--- src/verilog/led_dim_defines.svh ---
// Register offsets, reset values and timing counts for the LED dimming block
`ifndef LED_DIM_DEFINES_SVH
`define LED_DIM_DEFINES_SVH

`define OFS_PWM_BRIGHTNESS_LEVEL 8'h00
`define OFS_DIMMING_SOURCE_SELECT 8'h01
`define OFS_DC_CURRENT_LEVEL 8'h07
`define RST_PWM_BRIGHTNESS_LEVEL 8'hFF
`define RST_DC_CURRENT_LEVEL 8'hFF
`define RST_DIMMING_SOURCE_SELECT 8'h01
`define MODE_INTERNAL 8'h05
`define MODE_EXTERNAL 8'h03
`define MODE_RATIO 8'h01
`define FULL_SCALE 8'hFF
`define CLK_FREQ_HZ 50000000
`define ENABLE_PULSE_NS 40000
`define SHUTDOWN_IDLE_US 28000
`define ENABLE_PULSE_CYC ((`ENABLE_PULSE_NS * 50 + 999) / 1000)
`define SHUTDOWN_IDLE_CYC (`SHUTDOWN_IDLE_US * 50)
`define DIM_PERIOD_CYC 250000

`endif

--- src/verilog/led_dim_pkg.sv ---
// Types shared by the LED dimming block
package led_dim_pkg;
  typedef enum logic [1:0] {
    DIM_INTERNAL = 2'b00,
    DIM_EXTERNAL = 2'b01,
    DIM_RATIO = 2'b10,
    DIM_DC_TO_PWM = 2'b11
  } dim_source_t;

  typedef enum logic [1:0] {
    PWR_OFF = 2'b00,
    PWR_ARMING = 2'b01,
    PWR_ON = 2'b10
  } power_state_t;
endpackage

--- src/verilog/led_dimming_pwm_control.sv ---
// Dimming control: register port, enable detection, PWM generation
`timescale 1ns/10ps
`include "led_dim_defines.svh"

module led_dimming_pwm_control
  import led_dim_pkg::*;
#(
  parameter int CHANNELS = 6,
  parameter int DIM_PERIOD_CYC = `DIM_PERIOD_CYC,
  parameter int ENABLE_PULSE_CYC = `ENABLE_PULSE_CYC,
  parameter int SHUTDOWN_IDLE_CYC = `SHUTDOWN_IDLE_CYC
) (
  input wire logic core_clk_in,
  input wire logic rst_n_in,
  input wire logic reg_wr_in,
  input wire logic reg_rd_in,
  input wire logic [7:0] reg_addr_in,
  input wire logic [7:0] reg_wdata_in,
  input wire logic enable_dim_pin_in,
  input wire logic dc_to_pwm_sel_in,
  input wire logic [7:0] averaged_dim_node_in,
  output logic [7:0] reg_rdata_out,
  output logic device_enabled_out,
  output logic [7:0] channel_current_level_out,
  output logic [CHANNELS-1:0] channel_on_out
);

  localparam int PW = $clog2(DIM_PERIOD_CYC + 1);
  localparam int SW = $clog2(SHUTDOWN_IDLE_CYC + 1);

  // Register file and read data
  logic [7:0] brt_r, brt_nxt;
  logic [7:0] dcl_r, dcl_nxt;
  logic [7:0] mode_r, mode_nxt;
  logic [7:0] rdata_r, rdata_nxt;

  function automatic logic [7:0] read_mux(input logic [7:0] addr,
    input logic [7:0] b, input logic [7:0] m, input logic [7:0] d);
    case (addr)
      `OFS_PWM_BRIGHTNESS_LEVEL: read_mux = b;
      `OFS_DIMMING_SOURCE_SELECT: read_mux = m;
      `OFS_DC_CURRENT_LEVEL: read_mux = d;
      default: read_mux = 8'h00;
    endcase
  endfunction

  always_comb begin
    brt_nxt = brt_r;
    dcl_nxt = dcl_r;
    mode_nxt = mode_r;
    rdata_nxt = rdata_r;
    if (reg_wr_in) begin
      if (reg_addr_in == `OFS_PWM_BRIGHTNESS_LEVEL)
        brt_nxt = reg_wdata_in;
      if (reg_addr_in == `OFS_DIMMING_SOURCE_SELECT)
        mode_nxt = reg_wdata_in;
      if (reg_addr_in == `OFS_DC_CURRENT_LEVEL)
        dcl_nxt = reg_wdata_in;
    end
    if (reg_rd_in)
      rdata_nxt = read_mux(reg_addr_in, brt_r, mode_r, dcl_r);
  end

  always_ff @(posedge core_clk_in or negedge rst_n_in) begin
    if (!rst_n_in) begin
      brt_r <= `RST_PWM_BRIGHTNESS_LEVEL;
      dcl_r <= `RST_DC_CURRENT_LEVEL;
      mode_r <= `RST_DIMMING_SOURCE_SELECT;
      rdata_r <= 8'h00;
    end else begin
      brt_r <= brt_nxt;
      dcl_r <= dcl_nxt;
      mode_r <= mode_nxt;
      rdata_r <= rdata_nxt;
    end
  end

  // Mode decode; unknown codes fall back to ratio dimming
  dim_source_t src;
  always_comb begin
    case (mode_r)
      `MODE_INTERNAL: src = DIM_INTERNAL;
      `MODE_EXTERNAL: src = DIM_EXTERNAL;
      `MODE_RATIO: src = dc_to_pwm_sel_in ? DIM_DC_TO_PWM : DIM_RATIO;
      default: src = DIM_RATIO;
    endcase
  end

  // Enable detection and idle shutdown
  power_state_t pwr_r, pwr_nxt;
  logic [SW-1:0] hi_cnt_r, hi_cnt_nxt;
  logic [SW-1:0] idle_cnt_r, idle_cnt_nxt;
  logic pin_q_r, pin_q_nxt;
  logic pin_edge;
  assign pin_edge = enable_dim_pin_in ^ pin_q_r;

  always_comb begin
    pwr_nxt = pwr_r;
    hi_cnt_nxt = hi_cnt_r;
    idle_cnt_nxt = idle_cnt_r;
    pin_q_nxt = enable_dim_pin_in;
    case (pwr_r)
      PWR_OFF: begin
        hi_cnt_nxt = '0;
        idle_cnt_nxt = '0;
        if (enable_dim_pin_in)
          pwr_nxt = PWR_ARMING;
      end
      PWR_ARMING: begin
        // Short glitches drop back and wait for the next pulse
        if (!enable_dim_pin_in) begin
          pwr_nxt = PWR_OFF;
        end else if (hi_cnt_r >= SW'(ENABLE_PULSE_CYC - 2)) begin
          pwr_nxt = PWR_ON;
        end else begin
          hi_cnt_nxt = hi_cnt_r + 1'b1;
        end
      end
      PWR_ON: begin
        // A pin held high is a valid level; only a long low shuts down
        if (pin_edge || enable_dim_pin_in) begin
          idle_cnt_nxt = '0;
        end else if (idle_cnt_r >= SW'(SHUTDOWN_IDLE_CYC - 1)) begin
          pwr_nxt = PWR_OFF;
        end else begin
          idle_cnt_nxt = idle_cnt_r + 1'b1;
        end
      end
      default: pwr_nxt = PWR_OFF;
    endcase
  end

  always_ff @(posedge core_clk_in or negedge rst_n_in) begin
    if (!rst_n_in) begin
      pwr_r <= PWR_OFF;
      hi_cnt_r <= '0;
      idle_cnt_r <= '0;
      pin_q_r <= 1'b0;
    end else begin
      pwr_r <= pwr_nxt;
      hi_cnt_r <= hi_cnt_nxt;
      idle_cnt_r <= idle_cnt_nxt;
      pin_q_r <= pin_q_nxt;
    end
  end

  // Internal period counter and external duty measurement
  logic [PW-1:0] phase_r, phase_nxt;
  logic [PW-1:0] ext_hi_r, ext_hi_nxt;
  logic [PW-1:0] ext_duty_r, ext_duty_nxt;
  logic period_end;
  assign period_end = (phase_r == PW'(DIM_PERIOD_CYC - 1));

  always_comb begin
    phase_nxt = period_end ? '0 : phase_r + 1'b1;
    ext_hi_nxt = ext_hi_r;
    ext_duty_nxt = ext_duty_r;
    // Duty measured as high count per internal period; averaging over a
    // full internal period replaces the external RC filter
    if (period_end) begin
      ext_duty_nxt = ext_hi_r + PW'(enable_dim_pin_in);
      ext_hi_nxt = '0;
    end else if (enable_dim_pin_in) begin
      ext_hi_nxt = ext_hi_r + 1'b1;
    end
  end

  always_ff @(posedge core_clk_in or negedge rst_n_in) begin
    if (!rst_n_in) begin
      phase_r <= '0;
      ext_hi_r <= '0;
      ext_duty_r <= PW'(DIM_PERIOD_CYC);
    end else begin
      phase_r <= phase_nxt;
      ext_hi_r <= ext_hi_nxt;
      ext_duty_r <= ext_duty_nxt;
    end
  end

  // Threshold: on while phase*255*255 < brt*factor*period (ext_duty_r in place of period in ratio mode), where factor
  // is 255 - averaged_dim_node_in in DC-to-PWM mode, else 255; products are wide to avoid truncation
  localparam int TW = PW + 17;
  logic [7:0] factor;
  logic [TW-1:0] lhs, rhs;
  logic pwm_on;

  always_comb begin
    factor = `FULL_SCALE;
    lhs = TW'(phase_r) * TW'(`FULL_SCALE);
    rhs = TW'(brt_r) * TW'(DIM_PERIOD_CYC);
    pwm_on = 1'b0;
    case (src)
      DIM_INTERNAL: pwm_on = enable_dim_pin_in && (lhs < rhs);
      DIM_EXTERNAL: pwm_on = enable_dim_pin_in;
      DIM_RATIO: begin
        lhs = TW'(phase_r) * TW'(`FULL_SCALE);
        rhs = TW'(brt_r) * TW'(ext_duty_r);
        pwm_on = lhs < rhs;
      end
      DIM_DC_TO_PWM: begin
        factor = `FULL_SCALE - averaged_dim_node_in;
        lhs = TW'(phase_r) * TW'(`FULL_SCALE) * TW'(`FULL_SCALE);
        rhs = TW'(brt_r) * TW'(factor) * TW'(DIM_PERIOD_CYC);
        pwm_on = lhs < rhs;
      end
      default: pwm_on = 1'b0;
    endcase
  end

  // Output stage
  logic [CHANNELS-1:0] chan_r, chan_nxt;
  logic [7:0] lvl_r, lvl_nxt;
  logic en_r, en_nxt;

  always_comb begin
    en_nxt = (pwr_r == PWR_ON);
    lvl_nxt = dcl_r;
    chan_nxt = '0;
    if (en_nxt && pwm_on && brt_r != 8'h00 && dcl_r != 8'h00)
      chan_nxt = {CHANNELS{1'b1}};
  end

  always_ff @(posedge core_clk_in or negedge rst_n_in) begin
    if (!rst_n_in) begin
      chan_r <= '0;
      lvl_r <= 8'h00;
      en_r <= 1'b0;
    end else begin
      chan_r <= chan_nxt;
      lvl_r <= lvl_nxt;
      en_r <= en_nxt;
    end
  end

  assign reg_rdata_out = rdata_r;
  assign device_enabled_out = en_r;
  assign channel_current_level_out = lvl_r;
  assign channel_on_out = chan_r;

endmodule

--- config.mk ---
export PLATFORM = sky130hd
export DESIGN_NAME = led_dimming_pwm_control
export DESIGN_NICKNAME = d
export VERILOG_FILES = /design/src/verilog/led_dim_pkg.sv /design/src/verilog/led_dimming_pwm_control.sv
export VERILOG_INCLUDE_DIRS = /design/src /design/src/verilog
export SDC_FILE = /design/constraint.sdc
export NUM_CORES = 2
export LEC_CHECK = 0
export BUFFER_PORTS_ARGS = -buffer_cell sky130_fd_sc_hd__buf_4
export CAP_MARGIN = 10
export CORE_UTILIZATION = 55
export DETAILED_ROUTE_END_ITERATION = 8
export PLACE_DENSITY = 0.71
export SETUP_SLACK_MARGIN = 0.4
export SYNTH_ARGS = -nofsm -noshare
export SYNTH_HDL_FRONTEND = slang
export SYNTH_SLANG_ARGS = --single-unit
--- constraint.sdc ---
create_clock -name core_clk_in -period 24.4 [get_ports core_clk_in]
set_input_delay 6.1 -clock core_clk_in [delete_from_list [all_inputs] [get_ports core_clk_in]]
set_output_delay 6.1 -clock core_clk_in [all_outputs]
set_load 0.03 [all_outputs]
==> impl_metrics.tcl <==
set metrics [dict create \
    status "completed" \
    worstHoldEndpoint "channel_current_level_out[0]" \
    final_net_count 4017 \
    cts_repair_resize_count 0 \
    ys_async_sr_fraction 1.000 \
    cts_tree "yes" \
    post-cts-setup-buffer-count 0 \
    synth_seq_area_share 0.1248 \
    post-route-min-period_ns 15.35 \
    wl_per_cell_microns 16.32 \
    dieArea_sq_mm 0.05276 \
    path_max_fanout 8 \
    clk-insertion-delay-late_ns 0.47 \
    gr_usage_total 0.2481 \
    synth_area_per_cell_sq_um 9.072 \
    drt_pass1_iterations 5 \
    critPathLaunchType "input port" \
    nFillCells 4489 \
    number_of_flops_mapped_to_enable_cells_by_yosys 0 \
    detailedPlacementHpwl_mm 51.98 \
    diodes 0 \
    clk_transition_reported_paths_ns 0.08 \
    cpPeakStageDelay_ns 0.63 \
    timing_worst_slew_pin_value_ns 1.221 \
    r2r_cells 40 \
    drc_marker_count_from_the_first_detailed_route_iteration 1112 \
    share_of_final_layout_standard_cells_stronger_than_drive_strength_1 0.05745 \
    hold_viol_final 0 \
    final_cell_count_no_fill 3848 \
    timing.hold.worst.start "dcl_r[0]" \
    max_freq_mhz 65.13 \
    floorplan.initialDensity 0.5558 \
    num_vias 21037 \
    ioPinCount 53 \
    yosys_register_bits 141 \
    drtAntennaViolNets 0 \
    gp_routability_congestion 0.8942 \
    maximum_capacitance_violations 0 \
    wl_mm 62.80 \
    warning_count_from_the_yosys_run 0 \
    fin_setup_tns_ns 0 \
    maxSlewViolCount 0 \
    cts_htree_levels 4 \
    grt_pass1_wl_mm 107.3 \
    whs_path_depth 0 \
    grt_pass1_vias 22317 \
    drc_errors 0 \
    die_height_microns 229.7 \
    synth_flop_cell "sky130_fd_sc_hd__dfrtp_1" \
    number_of_sinks_on_the_clock_net 141 \
    worst_setup_path_end_kind "flop" \
    critical-path-slowest-cell "sky130_fd_sc_hd__xor2_1" \
    clock_skew_ns 0.02727 \
    cts_made_buffers 17 \
    synth_instances 3143 \
    core_area_sq_mm 0.05130 \
    setup_viol_count_final 0 \
    postCtsHoldBufs 0 \
    reg2reg_setup_slack_ns 13.14 \
    most_frequent_cell_on_the_critical_path "sky130_fd_sc_hd__ha_1" \
    slew-limit-headroom 0.1799 \
    place.port_buffers 52 \
    critical_path.reg2reg.endpoint "channel_on_out[4]" \
    routed_via_density 5.467 \
    die_width_microns 229.7 \
    grt_setup_unrepaired "no" \
    hp-class "reg -> reg" \
    grt_max_degree 74 \
    placed_cells_incl_taps 3816 \
    critical_path_required_ns 24.79 \
    synth_nets 4005 \
    area_delta_synth_final_pct 5.678 \
    grt_antenna_before_repair 0 \
    gr-total-overflow 0 \
    yosysUniqueCellTypes 100 \
    timing_worst_setup_path_type "in -> reg" \
    startpoint_of_the_lowest_slack_register_to_register_path "phase_r[0]" \
    timing.critical_path.arrival_ns 15.74 \
    root_buffer "sky130_fd_sc_hd__clkbuf_16" \
    mappedNetlistArea_sq_mm 0.02851 \
    clk_path_buf_depth 2 \
    fp-row-count 83 \
    min_period_over_period 0.6293 \
]
cell usage after synthesis (4+ instances only):
cell | instances | area share
sky130_fd_sc_hd__a211oi_1 | 13 | 0.0034
sky130_fd_sc_hd__a21boi_0 | 5 | 0.0013
sky130_fd_sc_hd__a21o_1 | 52 | 0.014
sky130_fd_sc_hd__a21oi_1 | 143 | 0.025
sky130_fd_sc_hd__a22o_1 | 8 | 0.0025
sky130_fd_sc_hd__a31oi_1 | 14 | 0.0031
sky130_fd_sc_hd__a41oi_1 | 5 | 0.0015
sky130_fd_sc_hd__and2_1 | 74 | 0.016
sky130_fd_sc_hd__and3_1 | 28 | 0.0061
sky130_fd_sc_hd__and4_1 | 8 | 0.0025
sky130_fd_sc_hd__buf_4 | 8 | 0.0021
sky130_fd_sc_hd__clkbuf_1 | 52 | 0.0068
sky130_fd_sc_hd__dfrtp_1 | 117 | 0.10
sky130_fd_sc_hd__dfstp_2 | 24 | 0.022
sky130_fd_sc_hd__fa_1 | 386 | 0.27
sky130_fd_sc_hd__ha_1 | 446 | 0.20
sky130_fd_sc_hd__inv_1 | 631 | 0.083
sky130_fd_sc_hd__mux2_2 | 20 | 0.0079
sky130_fd_sc_hd__mux2i_1 | 10 | 0.0035
sky130_fd_sc_hd__nand2_1 | 179 | 0.024
sky130_fd_sc_hd__nand2b_1 | 67 | 0.015
sky130_fd_sc_hd__nand3_1 | 51 | 0.0090
sky130_fd_sc_hd__nand4_1 | 20 | 0.0044
sky130_fd_sc_hd__nor2_1 | 213 | 0.028
sky130_fd_sc_hd__nor2b_1 | 16 | 0.0035
sky130_fd_sc_hd__nor3_1 | 42 | 0.0074
sky130_fd_sc_hd__nor3b_1 | 5 | 0.0013
sky130_fd_sc_hd__nor4_1 | 8 | 0.0018
sky130_fd_sc_hd__o211ai_1 | 16 | 0.0042
sky130_fd_sc_hd__o21a_1 | 22 | 0.0058
sky130_fd_sc_hd__o21ai_0 | 109 | 0.019
sky130_fd_sc_hd__o21ai_1 | 6 | 0.0011
sky130_fd_sc_hd__o21bai_1 | 10 | 0.0026
sky130_fd_sc_hd__o31ai_1 | 10 | 0.0026
sky130_fd_sc_hd__o41ai_1 | 4 | 0.0012
sky130_fd_sc_hd__or2_2 | 7 | 0.0015
sky130_fd_sc_hd__or3_1 | 23 | 0.0050
sky130_fd_sc_hd__or4_1 | 6 | 0.0016
sky130_fd_sc_hd__xnor2_1 | 119 | 0.037
sky130_fd_sc_hd__xor2_1 | 76 | 0.023
through the flow:
stage | area (sq um) | util | setup WS, ns | hold WS, ns
2_1_floorplan | 28510 | - | 9.636 | 0.3988
3_3_place_gp | 29540 | 0.5758 | 8.742 | 0.4129
3_5_place_dp | 29540 | 0.5758 | 8.542 | 0.4086
4_1_cts | 30130 | 0.5874 | 8.994 | 0.4179
5_1_grt | 30130 | 0.5874 | 8.344 | 0.4230
6_report | 30130 | 0.5874 | 9.046 | 0.4161
logic make-up (layout without fill, tap and decap cells):
logic type | after synthesis | count (layout) | synth area share
multiplexers | 30 | 30 | 0.01141
AO/OA/AOI/OAI | 469 | 469 | 0.1060
flip-flops | 141 | 141 | 0.1248
adder cells (fa/ha/maj) | 837 | 837 | 0.4686
XOR/XNOR | 199 | 199 | 0.06297
AND/OR/NAND/NOR | 764 | 764 | 0.1316
buffers and inverters | 703 | 728 | 0.09469
flip-flops by register name, summed over array words and instances (netlist names), 18 cells and up:
name / flops
hi_cnt_r: 21
idle_cnt_r: 21
ext_duty_r: 18
ext_hi_r: 18
phase_r: 18
critical path: cells and delay by family:
family	cells	cell delay [ns]
AND/OR/NAND/NOR	6	0.73
AO/OA/AOI/OAI	16	2.78
buffers and inverters	4	0.34
adder cells (fa/ha/maj)	13	4.89
XOR/XNOR	2	0.84
layout make-up:
cell class | count | area [sq um] | area share
clock inverters | 15 | 171.4 | 0.005688
repair buffers | 62 | 469.2 | 0.01557
well taps | 680 | 850.8 | 0.02823
clock buffers | 17 | 425.4 | 0.01412
flip-flops and latches | 141 | 3558 | 0.1181
inverters | 634 | 2382 | 0.07906
multi-input cells | 2299 | 22280 | 0.7392
layer usage:
layer | routed length [microns] | global-route usage | up-vias
met4 | 1802 | 0.07719 | 0
met1 | 27870 | 0.3252 | 10409
met3 | 2119 | 0.02716 | 87
met5 | 0 | 0 | -
li1 | - | - | 10164
met2 | 31010 | 0.4300 | 377
placed cells by master (no fill, tap or decap), drive strengths merged, types with 22 or more instances in the layout:
master / Yosys / layout
a21o: 54 / 54
a21oi: 144 / 144
and2: 75 / 75
and3: 28 / 28
buf: 14 / 62
dfrtp: 117 / 117
dfstp: 24 / 24
fa: 386 / 386
ha: 446 / 446
inv: 633 / 641
nand2: 180 / 180
nand2b: 67 / 67
nand3: 51 / 51
nor2: 215 / 215
nor3: 42 / 42
o21a: 22 / 22
o21ai: 116 / 116
or3: 23 / 23
xnor2: 123 / 123
xor2: 76 / 76
worst max path at each step:
| stage | start | end | slack, ns | cells past startpoint |
|---|---|---|---|---|
| 2_1_floorplan | averaged_dim_node_in[7] | channel_on_out[4] | 9.64 | 34 |
| 3_3_place_gp | averaged_dim_node_in[7] | channel_on_out[4] | 8.74 | 35 |
| 3_5_place_dp | averaged_dim_node_in[4] | channel_on_out[4] | 8.54 | 41 |
| 4_1_cts | averaged_dim_node_in[4] | channel_on_out[4] | 8.99 | 41 |
| 5_1_grt | averaged_dim_node_in[4] | channel_on_out[4] | 8.34 | 40 |
| 6_report | averaged_dim_node_in[4] | channel_on_out[4] | 9.05 | 41 |
Power is not shown: default switching activity piles up to over one toggle a cycle in this logic, so the estimate is an artifact.
